$ cat src/slice_consts.svh
// Offsets, field positions and reset values of the logic slice registers.
// Assumes an APB master with 32-bit data and byte addressing.
`ifndef SLICE_CONSTS_SVH
`define SLICE_CONSTS_SVH

`define SLC_ADDR_W        12
`define SLC_OFF_LOWER_LUT 12'h000
`define SLC_OFF_UPPER_LUT 12'h004
`define SLC_OFF_MODE      12'h008
`define SLC_OFF_STATUS    12'h00C

`define SLC_LUT_W         16
`define SLC_MODE_W        17
`define SLC_LUT_RESET     16'h0000
`define SLC_MODE_RESET    17'h0_0000

`define SLC_ST_LOWER_LUT  0
`define SLC_ST_UPPER_LUT  1
`define SLC_ST_LOWER_Q    2
`define SLC_ST_UPPER_Q    3
`define SLC_ST_CARRY      4
`define SLC_ST_W          5

`endif

$ cat src/slice_pkg.sv
// Types of the logic slice: table modes and the mode register layout.
// Layout order is most significant field first.
package slice_pkg;

    typedef enum logic [1:0] {
        LUT_LOGIC = 2'b00,
        LUT_RAM   = 2'b01,
        LUT_SHIFT = 2'b11
    } lut_mode_t;

    typedef struct packed {
        logic      upper_sum_sel;
        logic      lower_sum_sel;
        logic      shift_chain;
        logic      datain_route_en;
        logic      carry_init_sel;
        logic      upper_gen_and;
        logic      lower_gen_and;
        logic      upper_ff_bypass;
        logic      lower_ff_bypass;
        logic      rev_en;
        logic      upper_latch;
        logic      lower_latch;
        logic      dual_port;
        lut_mode_t upper_mode;
        lut_mode_t lower_mode;
    } slice_cfg_t;

endpackage : slice_pkg

$ cat src/logic_slice_lut_carry.sv
// Logic slice: two four-input tables, storage elements, wide muxes,
// carry chain, bypass paths and an APB slave for configuration.
// Assumes fabric inputs synchronous to pclk and a single clock domain.
`timescale 1ns/1ps
`default_nettype none
`include "slice_consts.svh"

module logic_slice_lut_carry #(
    parameter bit MEMORY_CAPABLE = 1'b1
) (
    input  wire logic                   pclk,
    input  wire logic                   presetn,
    input  wire logic                   psel,
    input  wire logic                   penable,
    input  wire logic                   pwrite,
    input  wire logic [`SLC_ADDR_W-1:0] paddr,
    input  wire logic [31:0]            pwdata,
    output var  logic [31:0]            prdata,
    output logic                        pready,
    output logic                        pslverr,
    input  wire logic [3:0]             lower_lut_select_inputs,
    input  wire logic [3:0]             upper_lut_select_inputs,
    input  wire logic                   lut_write_enable,
    input  wire logic                   lower_bypass_in,
    input  wire logic                   upper_bypass_in,
    input  wire logic                   carry_in_line,
    input  wire logic                   shift_cascade_in,
    input  wire logic                   storage_gate,
    input  wire logic [1:0]             neighbour_wide_in,
    output logic                        lower_comb_out,
    output logic                        upper_comb_out,
    output logic                        lower_registered_out,
    output logic                        upper_registered_out,
    output logic                        lower_bypass_out,
    output logic                        upper_bypass_out,
    output logic                        carry_out_line,
    output logic                        shift_cascade_out,
    output logic                        upper_datain_out,
    output logic                        five_input_wide_mux,
    output logic                        upper_wide_mux
);

    slice_pkg::slice_cfg_t         cfg_q;
    logic [`SLC_LUT_W-1:0]         lut_q [2];
    logic [3:0]                    sel [2];
    logic [`SLC_ADDR_W-1:0]        lut_off [2];
    slice_pkg::lut_mode_t          mode [2];
    logic [1:0]                    bypass;
    logic [1:0]                    lut_out;
    logic [1:0]                    ff_d;
    logic [1:0]                    ff_q;
    logic [1:0]                    st_out;
    logic [1:0]                    latch_mode;
    logic [1:0]                    ff_bypass;
    logic [1:0]                    gen_and;
    logic [1:0]                    gen;
    logic                          reverse_control;
    logic                          lut_wdata;
    logic                          carry_lower_in;
    logic                          carry_mid;
    logic                          lower_sum;
    logic                          upper_sum;
    logic                          apb_wr;
    logic                          apb_rd_setup;
    logic                          addr_hit;
    logic [31:0]                   rd_mux;
    logic [`SLC_ST_W-1:0]          status;

    assign sel[0]     = lower_lut_select_inputs;
    assign sel[1]     = upper_lut_select_inputs;
    assign lut_off[0] = `SLC_OFF_LOWER_LUT;
    assign lut_off[1] = `SLC_OFF_UPPER_LUT;
    assign bypass     = {upper_bypass_in, lower_bypass_in};
    assign latch_mode = {cfg_q.upper_latch, cfg_q.lower_latch};
    assign ff_bypass  = {cfg_q.upper_ff_bypass, cfg_q.lower_ff_bypass};
    assign gen_and    = {cfg_q.upper_gen_and, cfg_q.lower_gen_and};
    assign lut_wdata  = lower_bypass_in;

    // Logic-only slices ignore RAM and shift settings entirely
    assign mode[0] = MEMORY_CAPABLE ? cfg_q.lower_mode
                                    : slice_pkg::LUT_LOGIC;
    assign mode[1] = MEMORY_CAPABLE ? cfg_q.upper_mode
                                    : slice_pkg::LUT_LOGIC;

    assign reverse_control = cfg_q.rev_en & upper_bypass_in;

    // APB decode
    assign apb_wr       = psel & penable & pwrite;
    assign apb_rd_setup = psel & ~penable & ~pwrite;
    assign addr_hit     = (paddr == `SLC_OFF_LOWER_LUT)
                        | (paddr == `SLC_OFF_UPPER_LUT)
                        | (paddr == `SLC_OFF_MODE)
                        | (paddr == `SLC_OFF_STATUS);
    assign pready       = 1'b1;
    assign pslverr      = psel & penable & ~addr_hit;

    genvar h;
    generate
        for (h = 0; h < 2; h++) begin : g_half
            logic       ram_wr;
            logic       shift_wr;
            logic [3:0] wr_addr;
            logic       serial;

            if (h == 0) begin : g_lower
                assign ram_wr = mode[0] == slice_pkg::LUT_RAM;
                assign wr_addr = sel[0];
                assign serial = cfg_q.shift_chain ? shift_cascade_in
                                                  : lut_wdata;
            end else begin : g_upper
                // Dual port: upper copy follows lower writes, own reads
                assign ram_wr = cfg_q.dual_port
                              ? (mode[0] == slice_pkg::LUT_RAM)
                              : (mode[1] == slice_pkg::LUT_RAM);
                assign wr_addr = cfg_q.dual_port ? sel[0] : sel[1];
                assign serial = cfg_q.shift_chain ? lut_q[0][15]
                                                  : lut_wdata;
            end
            assign shift_wr = mode[h] == slice_pkg::LUT_SHIFT;

            // Software load wins over a fabric write in the same cycle
            always_ff @(posedge pclk or negedge presetn) begin
                if (!presetn) begin
                    lut_q[h] <= `SLC_LUT_RESET;
                end else if (apb_wr && paddr == lut_off[h]) begin
                    lut_q[h] <= pwdata[`SLC_LUT_W-1:0];
                end else if (lut_write_enable && ram_wr) begin
                    lut_q[h][wr_addr] <= lut_wdata;
                end else if (lut_write_enable && shift_wr) begin
                    lut_q[h] <= {lut_q[h][14:0], serial};
                end
            end

            // Tap 0 is one cycle of delay, tap 15 is sixteen
            assign lut_out[h] = lut_q[h][sel[h]];

            assign ff_d[h] = ff_bypass[h] ? bypass[h]
                                          : lut_out[h];

            always_ff @(posedge pclk or negedge presetn) begin
                if (!presetn) begin
                    ff_q[h] <= 1'b0;
                end else if (reverse_control) begin
                    ff_q[h] <= 1'b1;
                end else if (!latch_mode[h] || storage_gate) begin
                    ff_q[h] <= ff_d[h];
                end
            end

            // Latch is transparent while the gate is high
            assign st_out[h] = reverse_control ? 1'b1
                             : (latch_mode[h] && storage_gate) ? ff_d[h]
                             : ff_q[h];

            assign gen[h] = gen_and[h] ? (sel[h][0] & sel[h][1])
                                       : bypass[h];
        end
    endgenerate

    assign shift_cascade_out = lut_q[1][15];

    // Carry chain, lower stage then upper stage
    assign carry_lower_in = cfg_q.carry_init_sel ? lower_bypass_in
                                                 : carry_in_line;
    assign carry_mid      = lut_out[0] ? carry_lower_in : gen[0];
    assign carry_out_line = lut_out[1] ? carry_mid : gen[1];
    assign lower_sum      = lut_out[0] ^ carry_lower_in;
    assign upper_sum      = lut_out[1] ^ carry_mid;

    assign lower_comb_out = cfg_q.lower_sum_sel ? lower_sum
                                                : lut_out[0];
    assign upper_comb_out = cfg_q.upper_sum_sel ? upper_sum
                                                : lut_out[1];
    assign lower_registered_out = st_out[0];
    assign upper_registered_out = st_out[1];

    assign lower_bypass_out = lower_bypass_in;
    assign upper_bypass_out = upper_bypass_in;
    assign upper_datain_out = cfg_q.datain_route_en & upper_bypass_in;

    assign five_input_wide_mux = lower_bypass_in ? lut_out[1]
                                                 : lut_out[0];
    // Acts as the six-input mux in this position
    assign upper_wide_mux = upper_bypass_in ? neighbour_wide_in[1]
                                            : neighbour_wide_in[0];

    always_ff @(posedge pclk or negedge presetn) begin
        if (!presetn) begin
            cfg_q <= `SLC_MODE_RESET;
        end else if (apb_wr && paddr == `SLC_OFF_MODE) begin
            cfg_q <= slice_pkg::slice_cfg_t'(pwdata[`SLC_MODE_W-1:0]);
        end
    end

    always_comb begin
        status                    = '0;
        status[`SLC_ST_LOWER_LUT] = lut_out[0];
        status[`SLC_ST_UPPER_LUT] = lut_out[1];
        status[`SLC_ST_LOWER_Q]   = st_out[0];
        status[`SLC_ST_UPPER_Q]   = st_out[1];
        status[`SLC_ST_CARRY]     = carry_out_line;
    end

    always_comb begin
        rd_mux = 32'h0000_0000;
        case (paddr)
            `SLC_OFF_LOWER_LUT: rd_mux[`SLC_LUT_W-1:0] = lut_q[0];
            `SLC_OFF_UPPER_LUT: rd_mux[`SLC_LUT_W-1:0] = lut_q[1];
            `SLC_OFF_MODE:      rd_mux[`SLC_MODE_W-1:0] = cfg_q;
            `SLC_OFF_STATUS:    rd_mux[`SLC_ST_W-1:0] = status;
            default:            rd_mux = 32'h0000_0000;
        endcase
    end

    // Read data captured in setup so the access phase needs no wait
    always_ff @(posedge pclk or negedge presetn) begin
        if (!presetn) begin
            prdata <= 32'h0000_0000;
        end else if (apb_rd_setup) begin
            prdata <= rd_mux;
        end
    end

endmodule : logic_slice_lut_carry
`default_nettype wire

$ cat config.mk
export PLATFORM = sky130hd
export DESIGN_NAME = logic_slice_lut_carry
export DESIGN_NICKNAME = d
export VERILOG_FILES = /design/src/slice_pkg.sv /design/src/logic_slice_lut_carry.sv
export VERILOG_INCLUDE_DIRS = /design/src
export SDC_FILE = /design/constraint.sdc
export NUM_CORES = 1
export LEC_CHECK = 0
export BUFFER_PORTS_ARGS = -buffer_cell sky130_fd_sc_hd__buf_4
export CAP_MARGIN = 30
export CORE_MARGIN = 3
export CORE_UTILIZATION = 59
export DETAILED_ROUTE_END_ITERATION = 6
export HOLD_SLACK_MARGIN = 0.12
export PLACE_DENSITY = 0.86
export SETUP_SLACK_MARGIN = 0.3
export SLEW_MARGIN = 20
export SYNTH_ARGS = -nofsm -noshare
export SYNTH_HDL_FRONTEND = slang
export SYNTH_SLANG_ARGS = --single-unit
$ cat constraint.sdc
create_clock -name pclk -period 3.9 [get_ports pclk]
set_input_delay 0 -clock pclk [delete_from_list [all_inputs] [get_ports pclk]]
set_output_delay 0 -clock pclk [all_outputs]
set_load 0.03 [all_outputs]
Yosys cells after proc, flatten, opt, wreduce, memory -nomap -nowiden
Cells that the tools add are included.
{"block": "classes", "order_cmp": 5, "eq_ne": 7, "mux": 42, "bitwise_logic": 17, "reduce_logical": 20}
{"operator": "16-bit 2-to-1 mux", "count": 6}
{"operator": "11-bit case mux with 3 select lines", "count": 1}
{"operator": "16-bit bitwise mux", "count": 2}
{"operator": "1-bit 2-to-1 mux", "count": 27}
{"operator": "12-bit by 4-bit equality test with 1-bit output (second input constant)", "count": 2}
{"operator": "5-bit case mux with 4 select lines", "count": 1}
{"operator": "4-bit by 5-bit less-than comparator with 1-bit output (second input constant)", "count": 3}
{"operator": "12-bit by 3-bit equality test with 1-bit output (second input constant)", "count": 1}
{"operator": "12-bit logical NOT", "count": 1}
{"operator": "1-bit logical AND", "count": 11}
{"operator": "1-bit AND", "count": 9}
{"operator": "1-bit binary-select mux with 4-bit select", "count": 2}
{"operator": "1-bit demux with 4-bit select", "count": 2}
{"operator": "4-bit by 1-bit greater-or-equal comparator with 1-bit output (second input constant)", "count": 2}
{"operator": "3-bit nonzero test", "count": 2}
{"operator": "2-bit by 1-bit equality test with 1-bit output (second input constant)", "count": 2}
{"operator": "2-bit equality test (second input constant)", "count": 2}
{"operator": "4-bit 2-to-1 mux", "count": 1}
{"operator": "2-bit nonzero test", "count": 2}
{"operator": "1-bit NOT", "count": 3}
{"operator": "1-bit bitwise OR", "count": 3}
{"operator": "1-bit logical NOT", "count": 2}
{"operator": "1-bit logical OR", "count": 2}
{"operator": "1-bit XOR", "count": 2}
{"block": "word_totals", "regBits": 68, "out_inout_bits": 45}

Depth between registers and ports, before layout
{"block": "logic_depth", "depth_word": 8, "depth_mapped": 7, "mapped_depth_nobuf": 5}

Worst setup path before layout
No wires, ideal clock.
{"block": "synth_path", "path_kind": "register to register", "start": "register lut_q (netlist bit shift_cascade_out)", "end": "register prdata[3]", "setup_time_ps": 132, "arrival_time_ps": 2245, "setup_slack_ps": 1523, "path_stages_with_launch": 6, "path_buffers": 0, "path_cell_list": "dfrtp_1 > mux4_2 > mux4_2 > a221o_1 > a31oi_1 > o21ai_1"}
{"block": "synth_between", "elab_chain_cells": 6}
{"item": "start: declaration", "line": "logic_slice_lut_carry.sv:44", "source": "logic [`SLC_LUT_W-1:0] lut_q [2];"}
{"item": "start signal: indexed assignment", "line": "logic_slice_lut_carry.sv:124", "source": "lut_q[h] <= `SLC_LUT_RESET;"}
{"item": "start signal: indexed assignment", "line": "logic_slice_lut_carry.sv:126", "source": "lut_q[h] <= pwdata[`SLC_LUT_W-1:0];"}
{"item": "start signal: indexed assignment", "line": "logic_slice_lut_carry.sv:128", "source": "lut_q[h][wr_addr] <= lut_wdata;"}
{"item": "1-bit binary-select mux with 4-bit select", "line": "logic_slice_lut_carry.sv:135", "source": "assign lut_out[h] = lut_q[h][sel[h]];"}
{"item": "1-bit 2-to-1 mux (not written as such)", "line": "logic_slice_lut_carry.sv:135"}
{"item": "1-bit 2-to-1 mux", "line": "logic_slice_lut_carry.sv:137", "source": "assign ff_d[h] = ff_bypass[h] ? bypass[h]"}
{"item": "1-bit 2-to-1 mux", "line": "logic_slice_lut_carry.sv:152", "source": ": (latch_mode[h] && storage_gate) ? ff_d[h]"}
{"item": "1-bit 2-to-1 mux", "line": "logic_slice_lut_carry.sv:151", "source": "assign st_out[h] = reverse_control ? 1'b1"}
{"item": "via upper_registered_out", "line": "logic_slice_lut_carry.sv:33", "source": "output logic upper_registered_out,"}
{"item": "5-bit case mux with 4 select lines", "line": "logic_slice_lut_carry.sv:206", "source": "case (paddr)"}
{"item": "end signal: assignment", "line": "logic_slice_lut_carry.sv:220", "source": "prdata <= rd_mux;"}
{"item": "end: declaration", "line": "logic_slice_lut_carry.sv:18", "source": "output var logic [31:0] prdata,"}
The timed path passes the listed nets, and every way through them passes these cells. The select of a mux whose other input is x is not followed.
A chain may end at the register's enable or synchronous reset.

Worst setup path in the final report
{"block": "layout_path", "start": "input port paddr[3]", "end": "register lut_q[24] in the netlist's numbering"}
{"block": "layout_between", "elab_chain_cells": 3}
{"item": "start: declaration", "line": "logic_slice_lut_carry.sv:16", "source": "input wire logic [`SLC_ADDR_W-1:0] paddr,"}
{"item": "12-bit logical NOT *", "line": "logic_slice_lut_carry.sv:125", "source": "end else if (apb_wr && paddr == lut_off[h]) begin"}
{"item": "1-bit logical AND *", "line": "logic_slice_lut_carry.sv:125"}
{"item": "3-bit nonzero test (no line) or 16-bit 2-to-1 mux (tied branches)"}
Every way passes the cells marked *; elsewhere a longest branch is shown, timed or not.

==> results.txt <==
----------------------------------------------------
[Critical path]
  Kind of end point of the critical path ... flip-flop
  Arrival time at the worst endpoint ... 2910 ps
  Required @ worst endpoint ... 4140 ps
  Startpoint class of the critical path ... input port
  Largest driver fanout on the critical path ... 22
  Crit Path Class ... in -> reg

[Clock tree]
  Clock Latency Late Sink ... 350 ps
  CTS H-tree lvls ... 3
  Number of CTS-inserted buffers ... 9
  Clock transition at path regs ... around 90 ps
  Max clock buf depth ... 2
  TritonCTS clock tree ... done
  Total number of clock tree sinks ... 68
  Post-cts repair resize count ... 0
  CTS Root Buffer Type ... clkbuf_8

[Routing]
  Number of optimization iterations in the first detailed-route pass ... 5
  WL final ... 16.1 mm
  Average detailed-routed wire length per instance ... 22.1 µm
  Vias per Instance ... between 6 and 7
  Via count ... 4908
  Post-route DRC violation count ... 0
  Starting DRC count in detailed routing ... 568
  Antenna-violating nets left ... 0

[Floorplan]
  Die outline area ... roughly 9300 µm²
  Std-Cell Rows ... 32
  Width of the chip ... 96.5 µm
  Vertical die dimension ... 96.5 µm
  Initial core utilization ... 61.6%
  Core Area ... 7850 µm²
  I/O pin total ... between 100 and 150

[GRT]
  Antenna violations before repair ... 0
  Total Routing Usage GR ... a little over a third
  Largest net degree at the start of global routing ... 69
  Global-route wire length before repair ... 24.3 mm
  Remaining Overflow, GRT ... 0
  Via count of the first global-routing pass ... 4391

[STA]
  Final hold violation count ... 0
  Worst clock skew ... ~12 ps
  Tcrit/Tclk final ... 68.4%
  Maximum clock frequency ... 375 MHz
  Slew headroom ... 32.3%
  Final min period ... 2670 ps
  Transition at the pin with the smallest max-transition slack ... 1010 ps
  Max-slew violation count ... 0
  Final number of setup-violating endpoints ... 0
  Setup TNS ... 0 ps
  Unrepaired setup endpoints after global routing ... false

[Power and ir drop]
  Power per cell area ... 265 nW/µm²
  Switching share of power ... 31.8%
  Sequential Power Share ... roughly 47%
  Final total power ... approximately 1500 µW
  Power share of the clock group ... 35.8%
  Peak supply drop ... 0.192 mV
  Share of power burned in combinational logic ... 16.9%
  Switching power of the nets ... 484 µW
  Leakage power of the design ... 0.00247 µW
  P_int ... 1040 µW

[Job]
  Max_cap viols ... 0

[Finish]
  Number of nets at the end of the flow ... 688
  Number of diodes added for antenna fixing ... 0
  Fraction of layout cells with a size suffix above 1 ... 21.2%
  Area Overhead vs Synth ... 18.9%
  Non-Filler Cell Area, Final ... between 5000 and 6000 µm²
  Core utilization of the finished layout ... 73.2%

[Synthesis]
  Share of flip-flops with an asynchronous set or reset after synthesis ... 100%
  Number of warning messages in the yosys log ... 0
  Share of the yosys chip area belonging to registers ... 35.2%
  Summed instance area of the synthesized netlist ... between 4000 and 5000 µm²
  Seq cells post-synth ... 68
  Number of cells produced by synthesis ... between 500 and 600
  Prevailing post-synth register cell ... dfrtp_1
  Unique cell type count in the Yosys netlist ... 60
  Post-synth EDFFs ... 0
  Syn Area/Cell ... between 8 and 9 µm²

[Outcome]
  Run status ... finished, final reports clean

[Placed design]
  Post-detailed-placement cell area ... 5340 µm²
  HPWL after DPL ... 11.5 mm
  Routability cong. ... 0.980
  I/O Buffers ... 78

[Worst hold path]
  Hold WC Path Type ... in -> reg

----------------------------------------------------
==> registers in the layout (all words and copies together) (netlist names) <==
register / count
ff_q: 2
lut_q: 31
prdata: 17
shift_cascade_out: 1
cfg_q: 17
==> metal layers <==
layer / part of all wire, % / vias to the layer above / wire [µm] / global-route usage (%)
li1: - / 2159 / - / -
met1: 40 / 2317 / 6440 / 48.6
met2: 45 / 380 / 7190 / 53.9
met3: 12 / 52 / 1870 / 5.58
met4: 3.9 / 0 / 621 / 13.6
met5: 0 / - / 0 / 0
==> worst max-delay path, cell delays in order <==
cell and delay (ps):
dlygate4sd3_1 540, buf_4 210, nor2_1 250, nand4_2 540
o2bb2a_1 720, a21oi_1 260, mux2_2 360
==> cell usage in the layout, fill, tap and decap left out, types with 4 or more instances in the layout <==
| cell type | netlist | routed |
|---|---|---|
| o21ai_0 | 5 | 5 |
| mux4_2 | 9 | 9 |
| nand2_1 | 56 | 56 |
| conb_1 | 2 | 16 |
| inv_1 | 7 | 7 |
| clkbuf_8 | 0 | 9 |
| nand2b_1 | 4 | 4 |
| mux2i_1 | 16 | 16 |
| nor2b_1 | 8 | 8 |
| nor3_1 | 25 | 25 |
| mux2_1 | 22 | 22 |
| dfrtp_1 | 68 | 68 |
| o221ai_1 | 9 | 9 |
| a32oi_1 | 17 | 17 |
| nor2_1 | 41 | 41 |
| dlygate4sd3_1 | 0 | 23 |
| o211ai_1 | 9 | 9 |
| mux2_2 | 19 | 19 |
| or4_1 | 6 | 6 |
| buf_4 | 19 | 84 |
| a21oi_1 | 72 | 72 |
| o21ai_1 | 29 | 29 |
| a22oi_1 | 9 | 9 |
| nand3_1 | 4 | 4 |
==> cells in the mapped netlist, types with 4 or more instances <==
library cell	count	area (µm²)
or4_1	6	45.0
nor3_1	25	125
nand2_1	56	210
a22oi_1	9	67.6
mux2_1	22	248
mux4_2	9	203
a32oi_1	17	149
inv_1	7	26.3
mux2_2	19	214
dfrtp_1	68	1700
buf_4	19	143
clkbuf_1	34	128
a21oi_1	72	360
o211ai_1	9	67.6
nand2b_1	4	25.0
nand3_1	4	20.0
o21ai_0	5	25.0
nor2b_1	8	50.1
o21ai_1	29	145
nor2_1	41	154
mux2i_1	16	160
o221ai_1	9	78.8
==> through the flow <==
stage,worst slack (ps),hold WS (ps),instances
3_5_place_dp,1340,175,691
4_1_cts,1310,147,730
6_report,1230,151,730
2_1_floorplan,1520,-296,564
5_1_grt,1150,191,730
3_3_place_gp,1400,166,690
==> logic make-up after synthesis <==
logic type | after synthesis | synth area share [%]
flops | 68 | 35.2
mux | 66 | 17.1
simple gates | 172 | 17.6
xor+xnor | 2 | 0.363
buf+inv | 67 | 6.92
other cells | 2 | 0.155
compound gates | 173 | 22.7
==> power groups by stage <==
stage,registers (µW),logic (µW),clock network (µW)
after floorplan,729,141,0
after global placement,733,229,0
after detailed placement,733,233,0
after CTS,719,251,544
after global routing,720,272,574
final,720,257,545
==> area by class of cell <==
cell class / count / area (µm²)
tap: 102 / 128
clock inverter: 7 / 50.0
multi-input combinational: 429 / 2850
inverter: 8 / 30.0
timing repair buffer: 107 / 861
sequential: 68 / 1700
clock buffer: 9 / 124
fill: 589 / 2110
==> path summary, 6_finish.rpt <==
kind | start | endpoint | slack, ps | cells past startpoint
worst min register to register | prdata[11] | prdata[11] | 490 | 2
min in group asynchronous | presetn | prdata[5] | 320 | 2
worst max register to register | lut_q[31] | ff_q[0] | 1260 | 6
worst min-delay path | shift_cascade_in | lut_q[16] | 150 | 4
worst max-delay path | paddr[3] | lut_q[24] | 1230 | 7
max in group asynchronous | presetn | lut_q[6] | 2980 | 2
==> what timing repair did <==
| action | in CTS | in global routing |
|---|---|---|
| endpoints found under the hold margin | 115 | 0 |
| setup buffers | 0 | 0 |
| hold buffers | 23 | 0 |
Power figures use the tool's default switching activity.
